$ cat src/hdl/thr_cmp_pkg.sv
// Purpose: Shared constants for the error threshold compare block.
// Assumes: Byte-wide register port with an 8-bit address.
// Notes:   Offsets are used by the top module and the bench, field positions by the top module only.

package thr_cmp_pkg;

    // ------------------------------------------------------------------
    // Bus widths
    // ------------------------------------------------------------------
    localparam int ADDR_W = 8;
    localparam int DATA_W = 8;
    localparam int VAL_W  = 16;
    localparam int MODE_W = 3;
    localparam int TRIG_W = 5;

    // ------------------------------------------------------------------
    // Register offsets
    // ------------------------------------------------------------------
    localparam logic [7:0] OFS_CALC_ERROR_LOW       = 8'h00;
    localparam logic [7:0] OFS_CALC_ERROR_HIGH      = 8'h01;
    localparam logic [7:0] OFS_LOWER_LIMIT_LOW      = 8'h02;
    localparam logic [7:0] OFS_LOWER_LIMIT_HIGH     = 8'h03;
    localparam logic [7:0] OFS_UPPER_LIMIT_LOW      = 8'h04;
    localparam logic [7:0] OFS_UPPER_LIMIT_HIGH     = 8'h05;
    localparam logic [7:0] OFS_AUTO_TRIGGER_SOURCE  = 8'h06;
    localparam logic [7:0] OFS_CONVERTER_CONTROL_3  = 8'h07;
    localparam logic [7:0] OFS_CONVERTER_STATUS     = 8'h08;
    localparam logic [7:0] OFS_IRQ_STATUS           = 8'h09;
    localparam logic [7:0] OFS_IRQ_MASK             = 8'h0A;

    // ------------------------------------------------------------------
    // Field positions
    // ------------------------------------------------------------------
    localparam int POS_TRIG_LSB      = 0;
    localparam int POS_IRQ_MODE_LSB  = 0;
    localparam int POS_CALC_MODE_LSB = 4;
    localparam int POS_ABOVE_UPPER   = 6;
    localparam int POS_BELOW_LOWER   = 5;
    localparam int POS_IRQ_THRESHOLD = 0;
    localparam int IRQ_BITS          = 1;

    // ------------------------------------------------------------------
    // Reset values
    // ------------------------------------------------------------------
    localparam logic [4:0] RST_TRIG      = 5'h00;
    localparam logic [2:0] RST_IRQ_MODE  = 3'h0;
    localparam logic [2:0] RST_CALC_MODE = 3'h0;
    localparam logic [7:0] RST_BYTE      = 8'h00;
    localparam logic [0:0] RST_IRQ       = 1'h0;

    // ------------------------------------------------------------------
    // Threshold interrupt modes
    // ------------------------------------------------------------------
    localparam logic [2:0] TMD_NEVER        = 3'h0;
    localparam logic [2:0] TMD_BELOW_LOWER  = 3'h1;
    localparam logic [2:0] TMD_NOT_BELOW    = 3'h2;
    localparam logic [2:0] TMD_INSIDE       = 3'h3;
    localparam logic [2:0] TMD_OUTSIDE      = 3'h4;
    localparam logic [2:0] TMD_NOT_ABOVE    = 3'h5;
    localparam logic [2:0] TMD_ABOVE_UPPER  = 3'h6;
    localparam logic [2:0] TMD_ALWAYS       = 3'h7;

endpackage

$ cat src/hdl/thr_window_compare.sv
// Purpose: Signed window comparison of the error value and mode selection.
// Assumes: All inputs are stable register or same-clock values.
// Notes:   Purely combinational; the top module registers every result.

`timescale 1ns/10ps

module thr_window_compare (
    input  wire logic [15:0] error_i,
    input  wire logic [15:0] lower_i,
    input  wire logic [15:0] upper_i,
    input  wire logic [2:0]  mode_i,
    output logic             above_o,
    output logic             below_o,
    output logic             hit_o
);
    import thr_cmp_pkg::*;

    // ------------------------------------------------------------------
    // Comparison
    // ------------------------------------------------------------------
    // Signed compare so that negative errors fall below a positive limit.
    always_comb begin
        above_o = $signed(error_i) > $signed(upper_i);
        below_o = $signed(error_i) < $signed(lower_i);
    end

    // ------------------------------------------------------------------
    // Mode selection
    // ------------------------------------------------------------------
    always_comb begin
        case (mode_i)
            TMD_NEVER:       hit_o = 1'b0;
            TMD_BELOW_LOWER: hit_o = below_o;
            TMD_NOT_BELOW:   hit_o = !below_o;
            TMD_INSIDE:      hit_o = !below_o && !above_o;
            TMD_OUTSIDE:     hit_o = below_o || above_o;
            TMD_NOT_ABOVE:   hit_o = !above_o;
            TMD_ABOVE_UPPER: hit_o = above_o;
            TMD_ALWAYS:      hit_o = 1'b1;
            default:         hit_o = 1'b0;
        endcase
    end

endmodule

$ cat src/hdl/adc_error_threshold_compare.sv
// Purpose: Threshold compare and trigger select registers of a converter unit.
// Assumes: Error value and its done strobe come from logic on REF_CLK_I.
// Notes:   Byte registers on a plain strobe port, read data one cycle later.
//
// Implementation choices: strobed register access and the register addresses.

`timescale 1ns/10ps

module adc_error_threshold_compare (
    input  wire logic                           REF_CLK_I,
    input  wire logic                           RESET_I,
    input  wire logic                           CE_I,
    input  wire logic [thr_cmp_pkg::ADDR_W-1:0] ADDR_I,
    input  wire logic [thr_cmp_pkg::DATA_W-1:0] WDATA_I,
    input  wire logic                           WR_I,
    input  wire logic                           RD_I,
    output logic      [thr_cmp_pkg::DATA_W-1:0] RDATA_O,
    input  wire logic [thr_cmp_pkg::VAL_W-1:0]  CALC_ERROR_I,
    input  wire logic                           CALC_DONE_I,
    output logic      [thr_cmp_pkg::MODE_W-1:0] CALC_MODE_O,
    output logic      [thr_cmp_pkg::TRIG_W-1:0] TRIGGER_SEL_O,
    output logic                                ABOVE_UPPER_O,
    output logic                                BELOW_LOWER_O,
    output logic                                IRQ_O
);
    import thr_cmp_pkg::*;

    // ------------------------------------------------------------------
    // Declarations
    // ------------------------------------------------------------------
    logic [15:0]         calc_error_value;
    logic [15:0]         lower_limit_value;
    logic [15:0]         upper_limit_value;
    logic [4:0]          auto_trigger_select;
    logic [2:0]          threshold_irq_mode;
    logic [2:0]          calc_mode_select;
    logic                above_upper_flag;
    logic                below_lower_flag;
    logic [IRQ_BITS-1:0] irq_status;
    logic [IRQ_BITS-1:0] irq_mask;
    logic [IRQ_BITS-1:0] irq_event;
    logic [IRQ_BITS-1:0] irq_clear;
    logic [7:0]          next_rdata;
    logic                cmp_above;
    logic                cmp_below;
    logic                cmp_hit;
    logic                wr_en;
    logic                rd_en;

    assign wr_en = WR_I && CE_I;
    assign rd_en = RD_I && CE_I;

    // ------------------------------------------------------------------
    // Comparator
    // ------------------------------------------------------------------
    thr_window_compare u_compare (
        .error_i (CALC_ERROR_I),
        .lower_i (lower_limit_value),
        .upper_i (upper_limit_value),
        .mode_i  (threshold_irq_mode),
        .above_o (cmp_above),
        .below_o (cmp_below),
        .hit_o   (cmp_hit)
    );

    // ------------------------------------------------------------------
    // Error capture
    // ------------------------------------------------------------------
    // Captured with the flags so a read always matches the flags shown.
    always_ff @(posedge REF_CLK_I or posedge RESET_I) begin
        if (RESET_I) begin
            calc_error_value <= {RST_BYTE, RST_BYTE};
        end else if (CE_I && CALC_DONE_I) begin
            calc_error_value <= CALC_ERROR_I;
        end
    end

    // ------------------------------------------------------------------
    // Limit registers
    // ------------------------------------------------------------------
    // No reset on the limits: software must load them before enabling.
    always_ff @(posedge REF_CLK_I) begin
        if (wr_en) begin
            case (ADDR_I)
                OFS_LOWER_LIMIT_LOW:  lower_limit_value[7:0]  <= WDATA_I;
                OFS_LOWER_LIMIT_HIGH: lower_limit_value[15:8] <= WDATA_I;
                OFS_UPPER_LIMIT_LOW:  upper_limit_value[7:0]  <= WDATA_I;
                OFS_UPPER_LIMIT_HIGH: upper_limit_value[15:8] <= WDATA_I;
                default: begin
                end
            endcase
        end
    end

    // ------------------------------------------------------------------
    // Trigger select
    // ------------------------------------------------------------------
    always_ff @(posedge REF_CLK_I or posedge RESET_I) begin
        if (RESET_I) begin
            auto_trigger_select <= RST_TRIG;
        end else if (wr_en && ADDR_I == OFS_AUTO_TRIGGER_SOURCE) begin
            auto_trigger_select <= WDATA_I[POS_TRIG_LSB +: TRIG_W];
        end
    end

    // ------------------------------------------------------------------
    // Control register
    // ------------------------------------------------------------------
    always_ff @(posedge REF_CLK_I or posedge RESET_I) begin
        if (RESET_I) begin
            threshold_irq_mode <= RST_IRQ_MODE;
            calc_mode_select   <= RST_CALC_MODE;
        end else if (wr_en && ADDR_I == OFS_CONVERTER_CONTROL_3) begin
            threshold_irq_mode <= WDATA_I[POS_IRQ_MODE_LSB +: MODE_W];
            calc_mode_select   <= WDATA_I[POS_CALC_MODE_LSB +: MODE_W];
        end
    end

    // ------------------------------------------------------------------
    // Threshold flags
    // ------------------------------------------------------------------
    // Flags reflect the most recent comparison only, so they are not sticky.
    always_ff @(posedge REF_CLK_I or posedge RESET_I) begin
        if (RESET_I) begin
            above_upper_flag <= 1'b0;
            below_lower_flag <= 1'b0;
        end else if (CE_I && CALC_DONE_I) begin
            above_upper_flag <= cmp_above;
            below_lower_flag <= cmp_below;
        end
    end

    // ------------------------------------------------------------------
    // Interrupt status and mask
    // ------------------------------------------------------------------
    assign irq_event[POS_IRQ_THRESHOLD] = CALC_DONE_I && cmp_hit;
    assign irq_clear = (wr_en && ADDR_I == OFS_IRQ_STATUS) ? WDATA_I[IRQ_BITS-1:0] : '0;

    // A new event in the cycle of a clear keeps its bit set.
    always_ff @(posedge REF_CLK_I or posedge RESET_I) begin
        if (RESET_I) begin
            irq_status <= RST_IRQ;
        end else if (CE_I) begin
            irq_status <= (irq_status & ~irq_clear) | irq_event;
        end
    end

    always_ff @(posedge REF_CLK_I or posedge RESET_I) begin
        if (RESET_I) begin
            irq_mask <= RST_IRQ;
        end else if (wr_en && ADDR_I == OFS_IRQ_MASK) begin
            irq_mask <= WDATA_I[IRQ_BITS-1:0];
        end
    end

    // Registered output uses the next status value, so it changes in the same cycle as the status bit.
    always_ff @(posedge REF_CLK_I or posedge RESET_I) begin
        if (RESET_I) begin
            IRQ_O <= 1'b0;
        end else if (CE_I) begin
            IRQ_O <= |(((irq_status & ~irq_clear) | irq_event) & irq_mask);
        end
    end

    // ------------------------------------------------------------------
    // Read path
    // ------------------------------------------------------------------
    always_comb begin
        next_rdata = RST_BYTE;
        case (ADDR_I)
            OFS_CALC_ERROR_LOW:      next_rdata = calc_error_value[7:0];
            OFS_CALC_ERROR_HIGH:     next_rdata = calc_error_value[15:8];
            OFS_LOWER_LIMIT_LOW:     next_rdata = lower_limit_value[7:0];
            OFS_LOWER_LIMIT_HIGH:    next_rdata = lower_limit_value[15:8];
            OFS_UPPER_LIMIT_LOW:     next_rdata = upper_limit_value[7:0];
            OFS_UPPER_LIMIT_HIGH:    next_rdata = upper_limit_value[15:8];
            OFS_AUTO_TRIGGER_SOURCE: next_rdata = {3'h0, auto_trigger_select};
            OFS_CONVERTER_CONTROL_3: begin
                next_rdata[POS_IRQ_MODE_LSB +: MODE_W]  = threshold_irq_mode;
                next_rdata[POS_CALC_MODE_LSB +: MODE_W] = calc_mode_select;
            end
            OFS_CONVERTER_STATUS: begin
                next_rdata[POS_ABOVE_UPPER] = above_upper_flag;
                next_rdata[POS_BELOW_LOWER] = below_lower_flag;
            end
            OFS_IRQ_STATUS:          next_rdata[IRQ_BITS-1:0] = irq_status;
            OFS_IRQ_MASK:            next_rdata[IRQ_BITS-1:0] = irq_mask;
            default:                 next_rdata = RST_BYTE;
        endcase
    end

    // Data stand only in the cycle after the read strobe.
    always_ff @(posedge REF_CLK_I or posedge RESET_I) begin
        if (RESET_I) begin
            RDATA_O <= RST_BYTE;
        end else if (CE_I) begin
            RDATA_O <= rd_en ? next_rdata : RST_BYTE;
        end
    end

    // ------------------------------------------------------------------
    // Output registers
    // ------------------------------------------------------------------
    always_ff @(posedge REF_CLK_I or posedge RESET_I) begin
        if (RESET_I) begin
            CALC_MODE_O   <= RST_CALC_MODE;
            TRIGGER_SEL_O <= RST_TRIG;
            ABOVE_UPPER_O <= 1'b0;
            BELOW_LOWER_O <= 1'b0;
        end else if (CE_I) begin
            CALC_MODE_O   <= calc_mode_select;
            TRIGGER_SEL_O <= auto_trigger_select;
            ABOVE_UPPER_O <= above_upper_flag;
            BELOW_LOWER_O <= below_lower_flag;
        end
    end

endmodule

$ cat config.mk
export PLATFORM = sky130hd
export DESIGN_NAME = adc_error_threshold_compare
export DESIGN_NICKNAME = d
export VERILOG_FILES = /design/src/hdl/thr_cmp_pkg.sv /design/src/hdl/thr_window_compare.sv /design/src/hdl/adc_error_threshold_compare.sv
export SDC_FILE = /design/constraint.sdc
export NUM_CORES = 1
export LEC_CHECK = 0
export ABC_AREA = 1
export BUFFER_PORTS_ARGS = -buffer_cell sky130_fd_sc_hd__buf_2
export CELL_PAD_IN_SITES_DETAIL_PLACEMENT = 1
export CELL_PAD_IN_SITES_GLOBAL_PLACEMENT = 1
export CORE_ASPECT_RATIO = 1.75
export CORE_MARGIN = 4
export CORE_UTILIZATION = 47
export CTS_BUF_LIST = sky130_fd_sc_hd__clkbuf_4 sky130_fd_sc_hd__clkbuf_8
export CTS_CLUSTER_SIZE = 8
export DETAILED_ROUTE_END_ITERATION = 6
export GPL_ROUTABILITY_DRIVEN = 0
export PLACE_DENSITY_LB_ADDON = 0.1
export SYNTH_ARGS = -nofsm -noshare
export SYNTH_HDL_FRONTEND = slang
export SYNTH_SLANG_ARGS = --single-unit
$ cat constraint.sdc
create_clock -name REF_CLK_I -period 3.9 [get_ports REF_CLK_I]
set_input_delay 0.78 -clock REF_CLK_I [delete_from_list [all_inputs] [get_ports REF_CLK_I]]
set_output_delay 0.78 -clock REF_CLK_I [all_outputs]
set_load 0.03 [all_outputs]
* Yosys cells after proc, flatten, opt, wreduce, memory -nomap -nowiden
Cells that the tools add are included.
Storage, ports and cells: word-level logic and storage cells 68, flip-flop bits (word level) 82, output and inout bits 19, bits of input ports 38
Cells by class: order comparisons 2, mux-type cells 9, reduce and logical (&&, ||, !) cells 18, bitwise gates (word level) 4, equal/unequal tests 17
Operators by type and width (count):
- $eq 8x3->1 const B | 4
- $pmux 2 s8 | 2
- $eq 8x4->1 const B | 3
- $eq 8x2->1 const B | 2
- $gt 16x16->1 | 1
- $lt 16x16->1 | 1
- $pmux 1 s8 | 2
- $eq 3x3->1 const B | 4
- $pmux 1 s10 | 1
- $logic_and 1x1->1 | 9
- $eq 8x1->1 const B | 1
- $logic_not 8->1 | 1
- $mux 8 | 1
- $reduce_and 2->1 | 4
- $pmux 1 s7 | 1
- $eq 3x2->1 const B | 2
- $pmux 1 s6 | 1
- $eq 3x1->1 const B | 1
- $logic_not 3->1 | 1
- $and 1x1->1 | 2
- $logic_not 1->1 | 2
- $logic_or 1x1->1 | 1
- $mux 1 | 1
- $not 1->1 | 1
- $or 1x1->1 | 1

* Depth between registers and ports, before layout
depth after elaboration 7, depth in mapped cells 20, gate-level depth less buffers 20

* Hierarchy
From an unflattened synthesis, not the netlist that was laid out.
Unflattened totals: cells, all modules 564, area, all modules 4606.9 um2
By module, submodules not included:
- adc_error_threshold_compare | times used 1, area an instance 3637.2 um2, cells an instance 402
- thr_window_compare | times used 1, area an instance 969.7 um2, cells an instance 162

* Worst setup path before layout
OpenSTA, ideal clock, no wires.
path kind input-to-reg, start point input port ADDR_I[5] (netlist name), end point register lower_limit_value[0] (enable), setup time 0.383 ns, arrival 2.126 ns, slack 1.390 ns, stages 5, data required time 3.517 ns, path through nor4_4 inv_2 nor2_4 inv_1 nor3_1
On the way: longest elaborated chain between the ends 2
Ends and longest elaborated chain:
- from (decl) | RTL line adc_error_threshold_compare.sv:13 | input wire logic [thr_cmp_pkg::ADDR_W-1:0] ADDR_I,
- $eq 8x2->1 | RTL line adc_error_threshold_compare.sv:84 | case (ADDR_I)
- $reduce_and 2->1 (no source line)
- to (signal assigned) | RTL line adc_error_threshold_compare.sv:85 | OFS_LOWER_LIMIT_LOW: lower_limit_value[7:0] <= WDATA_I;
- to (decl) | RTL line adc_error_threshold_compare.sv:32 | logic [15:0] lower_limit_value;
Every way passes these cells. A chain may end at the register's enable or synchronous reset.

* Worst setup path after layout
start point input port ADDR_I[5] (netlist name), end point register upper_limit_value[11] (enable)
On the way: longest elaborated chain between the ends 2
Ends and longest elaborated chain:
- $eq 8x3->1 | RTL line adc_error_threshold_compare.sv:84
- $reduce_and 2->1 (no source line)
- to (signal assigned) | RTL line adc_error_threshold_compare.sv:88 | OFS_UPPER_LIMIT_HIGH: upper_limit_value[15:8] <= WDATA_I;
- to (decl) | RTL line adc_error_threshold_compare.sv:33 | logic [15:0] upper_limit_value;
Every way passes these cells.

==> run metrics <==
clock latency on the worst-skew pair between 300 and 400 ps; Fin Hold WS 481 ps; CTS Hold Buffers Added 0; WL met1 4.74 mm; via count 3658; root buffer cell clkbuf_8; initial drt markers 259; setup bufs post-CTS 0; # setup viols final 0; Hold Path Stages 2; clock buffer depth 2; Yosys reg bits 82; status complete, no violations; Tcrit/Tclk final 0.631; Top Metal Used met4; die width ~80 um; Yosys top cell by area dfrtp_1; clock buffer count from CTS 9; first-pass GRT wire length 20.9 mm; data required time of the worst path 3900 ps; total gr overflow 0; initial antenna violation count 0; Worst VDD drop 0.231 mV; Routed Antenna Nets 0; RSZ-0062 raised after global routing no; row count 45; Max Clk Rate 406 MHz; die area between 10000 and 15000 um^2; design area around 4900 um^2; yosys warns 0; Avg WL per Cell 19.4 um; Hold Violations, Final 0; vias in the first global route 4102; critical path class in2reg; TritonCTS clock tree done; met3 WL 467 um; area delta synth->final 14.7%; Reg2Reg Depth 15; Post-Route WL about 13 mm; detailed placement HPWL ~10 mm; Ports 57; Pins Over Slew Limit 0; GRT Total Usage 0.261; Leak 2.50 nW; syn nets approximately 550; Core Region 8780 um^2; via-per-instance ratio 5.48; Layout Nets 615; data arrival time of the critical path 2460 ps; post-synthesis sequential area ratio 0.518; Syn Inst Count 483; IO Port Bufs 56; Initial Util 0.486; Antenna diodes 0; htree depth 3; min Tclk post-route 2460 ps; dominant cells by area after synthesis dfrtp_1, edfxtp_1, ha_1; Residual DRC 0; cts repair resizes 0; number of optimization iterations in the first detailed-route pass 4; Setup crit end kind flip-flop; Cell Area, Placed 4690 um^2; Sink Count 82; max cap viols 0; Hold Crit Class reg2reg; final setup TNS 0 ps; crit-path max FO 9; routed wl met2 7.00 mm; fraction of layout cells with a size suffix above 1 0.156; clock skew 6.68 ps; Netlist cell types 31; largest net degree at the start of global routing 51; Die H 134 um; share of the synthesized area in the top cell type 0.293; # fillers 1095; Avg Cell Area, Syn 8.84 um^2; cell area after synthesis 4270 um^2; Startpoint Class input port; power density cells 372 nW/um^2; slew margin rel. 0.281; register-to-register setup slack 1600 ps; Worst-path clk slew around 90 ps; Tightest Pin Transition about 1100 ps
==> registers in the layout (all words and copies together), names as in the netlist <==
signal,cells
below_lower_flag,1
above_upper_flag,1
lower_limit_value,16
irq_status,1
TRIGGER_SEL_O,5
calc_mode_select,3
calc_error_value,16
BELOW_LOWER_O,1
upper_limit_value,16
ABOVE_UPPER_O,1
irq_mask,1
threshold_irq_mode,3
auto_trigger_select,5
CALC_MODE_O,3
IRQ_O,1
RDATA_O,8
==> final timing paths <==
path	start	end
worst max-delay path	ADDR_I[5]	upper_limit_value[11]$_DFFE_PP_
worst min-delay path	ABOVE_UPPER_O$_DFFE_PP0P_	ABOVE_UPPER_O$_DFFE_PP0P_
worst max register to register	upper_limit_value[11]$_DFFE_PP_	IRQ_O$_DFFE_PP0P_
worst min register to register	ABOVE_UPPER_O$_DFFE_PP0P_	ABOVE_UPPER_O$_DFFE_PP0P_
max in group asynchronous	RESET_I	calc_error_value[0]$_DFFE_PP0P_
min in group asynchronous	RESET_I	RDATA_O[0]$_DFFE_PP0P_
==> cells by family after synthesis <==
| kind of cell | share of synthesized area |
|---|---|
| buffers and inverters | 0.0865 |
| AND/OR/NAND/NOR | 0.186 |
| adder cells (fa/ha/maj) | 0.0909 |
| AO/OA/AOI/OAI | 0.116 |
| flip-flops | 0.518 |
| multiplexers | 0.00264 |
==> where the power goes <==
part	internal, mW	total, mW	leakage (nW)	switching (mW)
clock	0.322	0.669	0.108	0.347
sequential	0.933	0.953	0.906	0.0196
combinational	0.0626	0.197	1.48	0.135
total	1.32	1.82	2.50	0.502
==> worst max-delay path, stage by stage <==
cell and delay (ps):
buf_2 110, nor4_4 470, nand2_2 150, nor2_1 180
inv_2 130, nor2_1 630
==> cells in the final DEF, fill, tap and decap left out, types with 2 or more instances in the layout <==
| master | n |
|---|---|
| nor3_1 | 9 |
| buf_2 | 56 |
| nor2_1 | 39 |
| nand2_2 | 2 |
| nor4_1 | 6 |
| edfxtp_1 | 32 |
| o21ai_0 | 27 |
| clkbuf_8 | 10 |
| inv_2 | 3 |
| nand4_1 | 5 |
| ha_1 | 31 |
| inv_6 | 4 |
| inv_1 | 87 |
| o22ai_1 | 23 |
| nand2_1 | 101 |
| buf_4 | 3 |
| o21bai_1 | 2 |
| a21oi_1 | 28 |
| dfrtp_1 | 50 |
| o21ai_1 | 2 |
| nand3_1 | 18 |
==> stage by stage <==
stage / util / setup WS [ps] / cells / total power [mW]
4_1_cts: 0.557 / 1430 / 668 / 1.83
3_3_place_gp: 0.533 / 1120 / 652 / 1.16
6_report: 0.557 / 1440 / 668 / 1.82
2_1_floorplan: - / 1390 / 483 / 1.08
5_1_grt: 0.557 / 1220 / 668 / 1.90
3_5_place_dp: 0.533 / 1080 / 652 / 1.17
==> layout make-up <==
cell class | instances | area [um^2] | share of cell area
flip-flops and latches | 82 | 2210 | 0.452
multi-input cells | 304 | 1690 | 0.345
inverters | 90 | 338 | 0.0690
repair buffers | 59 | 303 | 0.0619
well taps | 117 | 146 | 0.0299
clock buffers | 10 | 138 | 0.0281
clock inverters | 6 | 70.1 | 0.0143
==> synthesized netlist by cell type (all sizes together) <==
| cell type | count |
|---|---|
| nand2 | 104 |
| inv | 90 |
| dfrtp | 50 |
| nor2 | 41 |
| edfxtp | 32 |
| ha | 31 |
| o21ai | 30 |
| a21oi | 28 |
| o22ai | 23 |
| nand3 | 18 |
| nor3 | 9 |
| nor4 | 7 |
| clkbuf | 5 |
| nand4 | 5 |
| buf | 2 |
| o21bai | 2 |
| a21o | 1 |
| a221oi | 1 |
| a22o | 1 |
| a32oi | 1 |
| mux2 | 1 |
| o41ai | 1 |
==> routing by layer <==
| metal | up-vias | global-route usage |
|---|---|---|
| met2 | 120 | 0.473 |
| li1 | 1721 | - |
| met3 | 43 | 0.0343 |
| met5 | - | 0 |
| met1 | 1774 | 0.279 |
| met4 | 0 | 0.154 |
(Power assumes the default switching activity.)
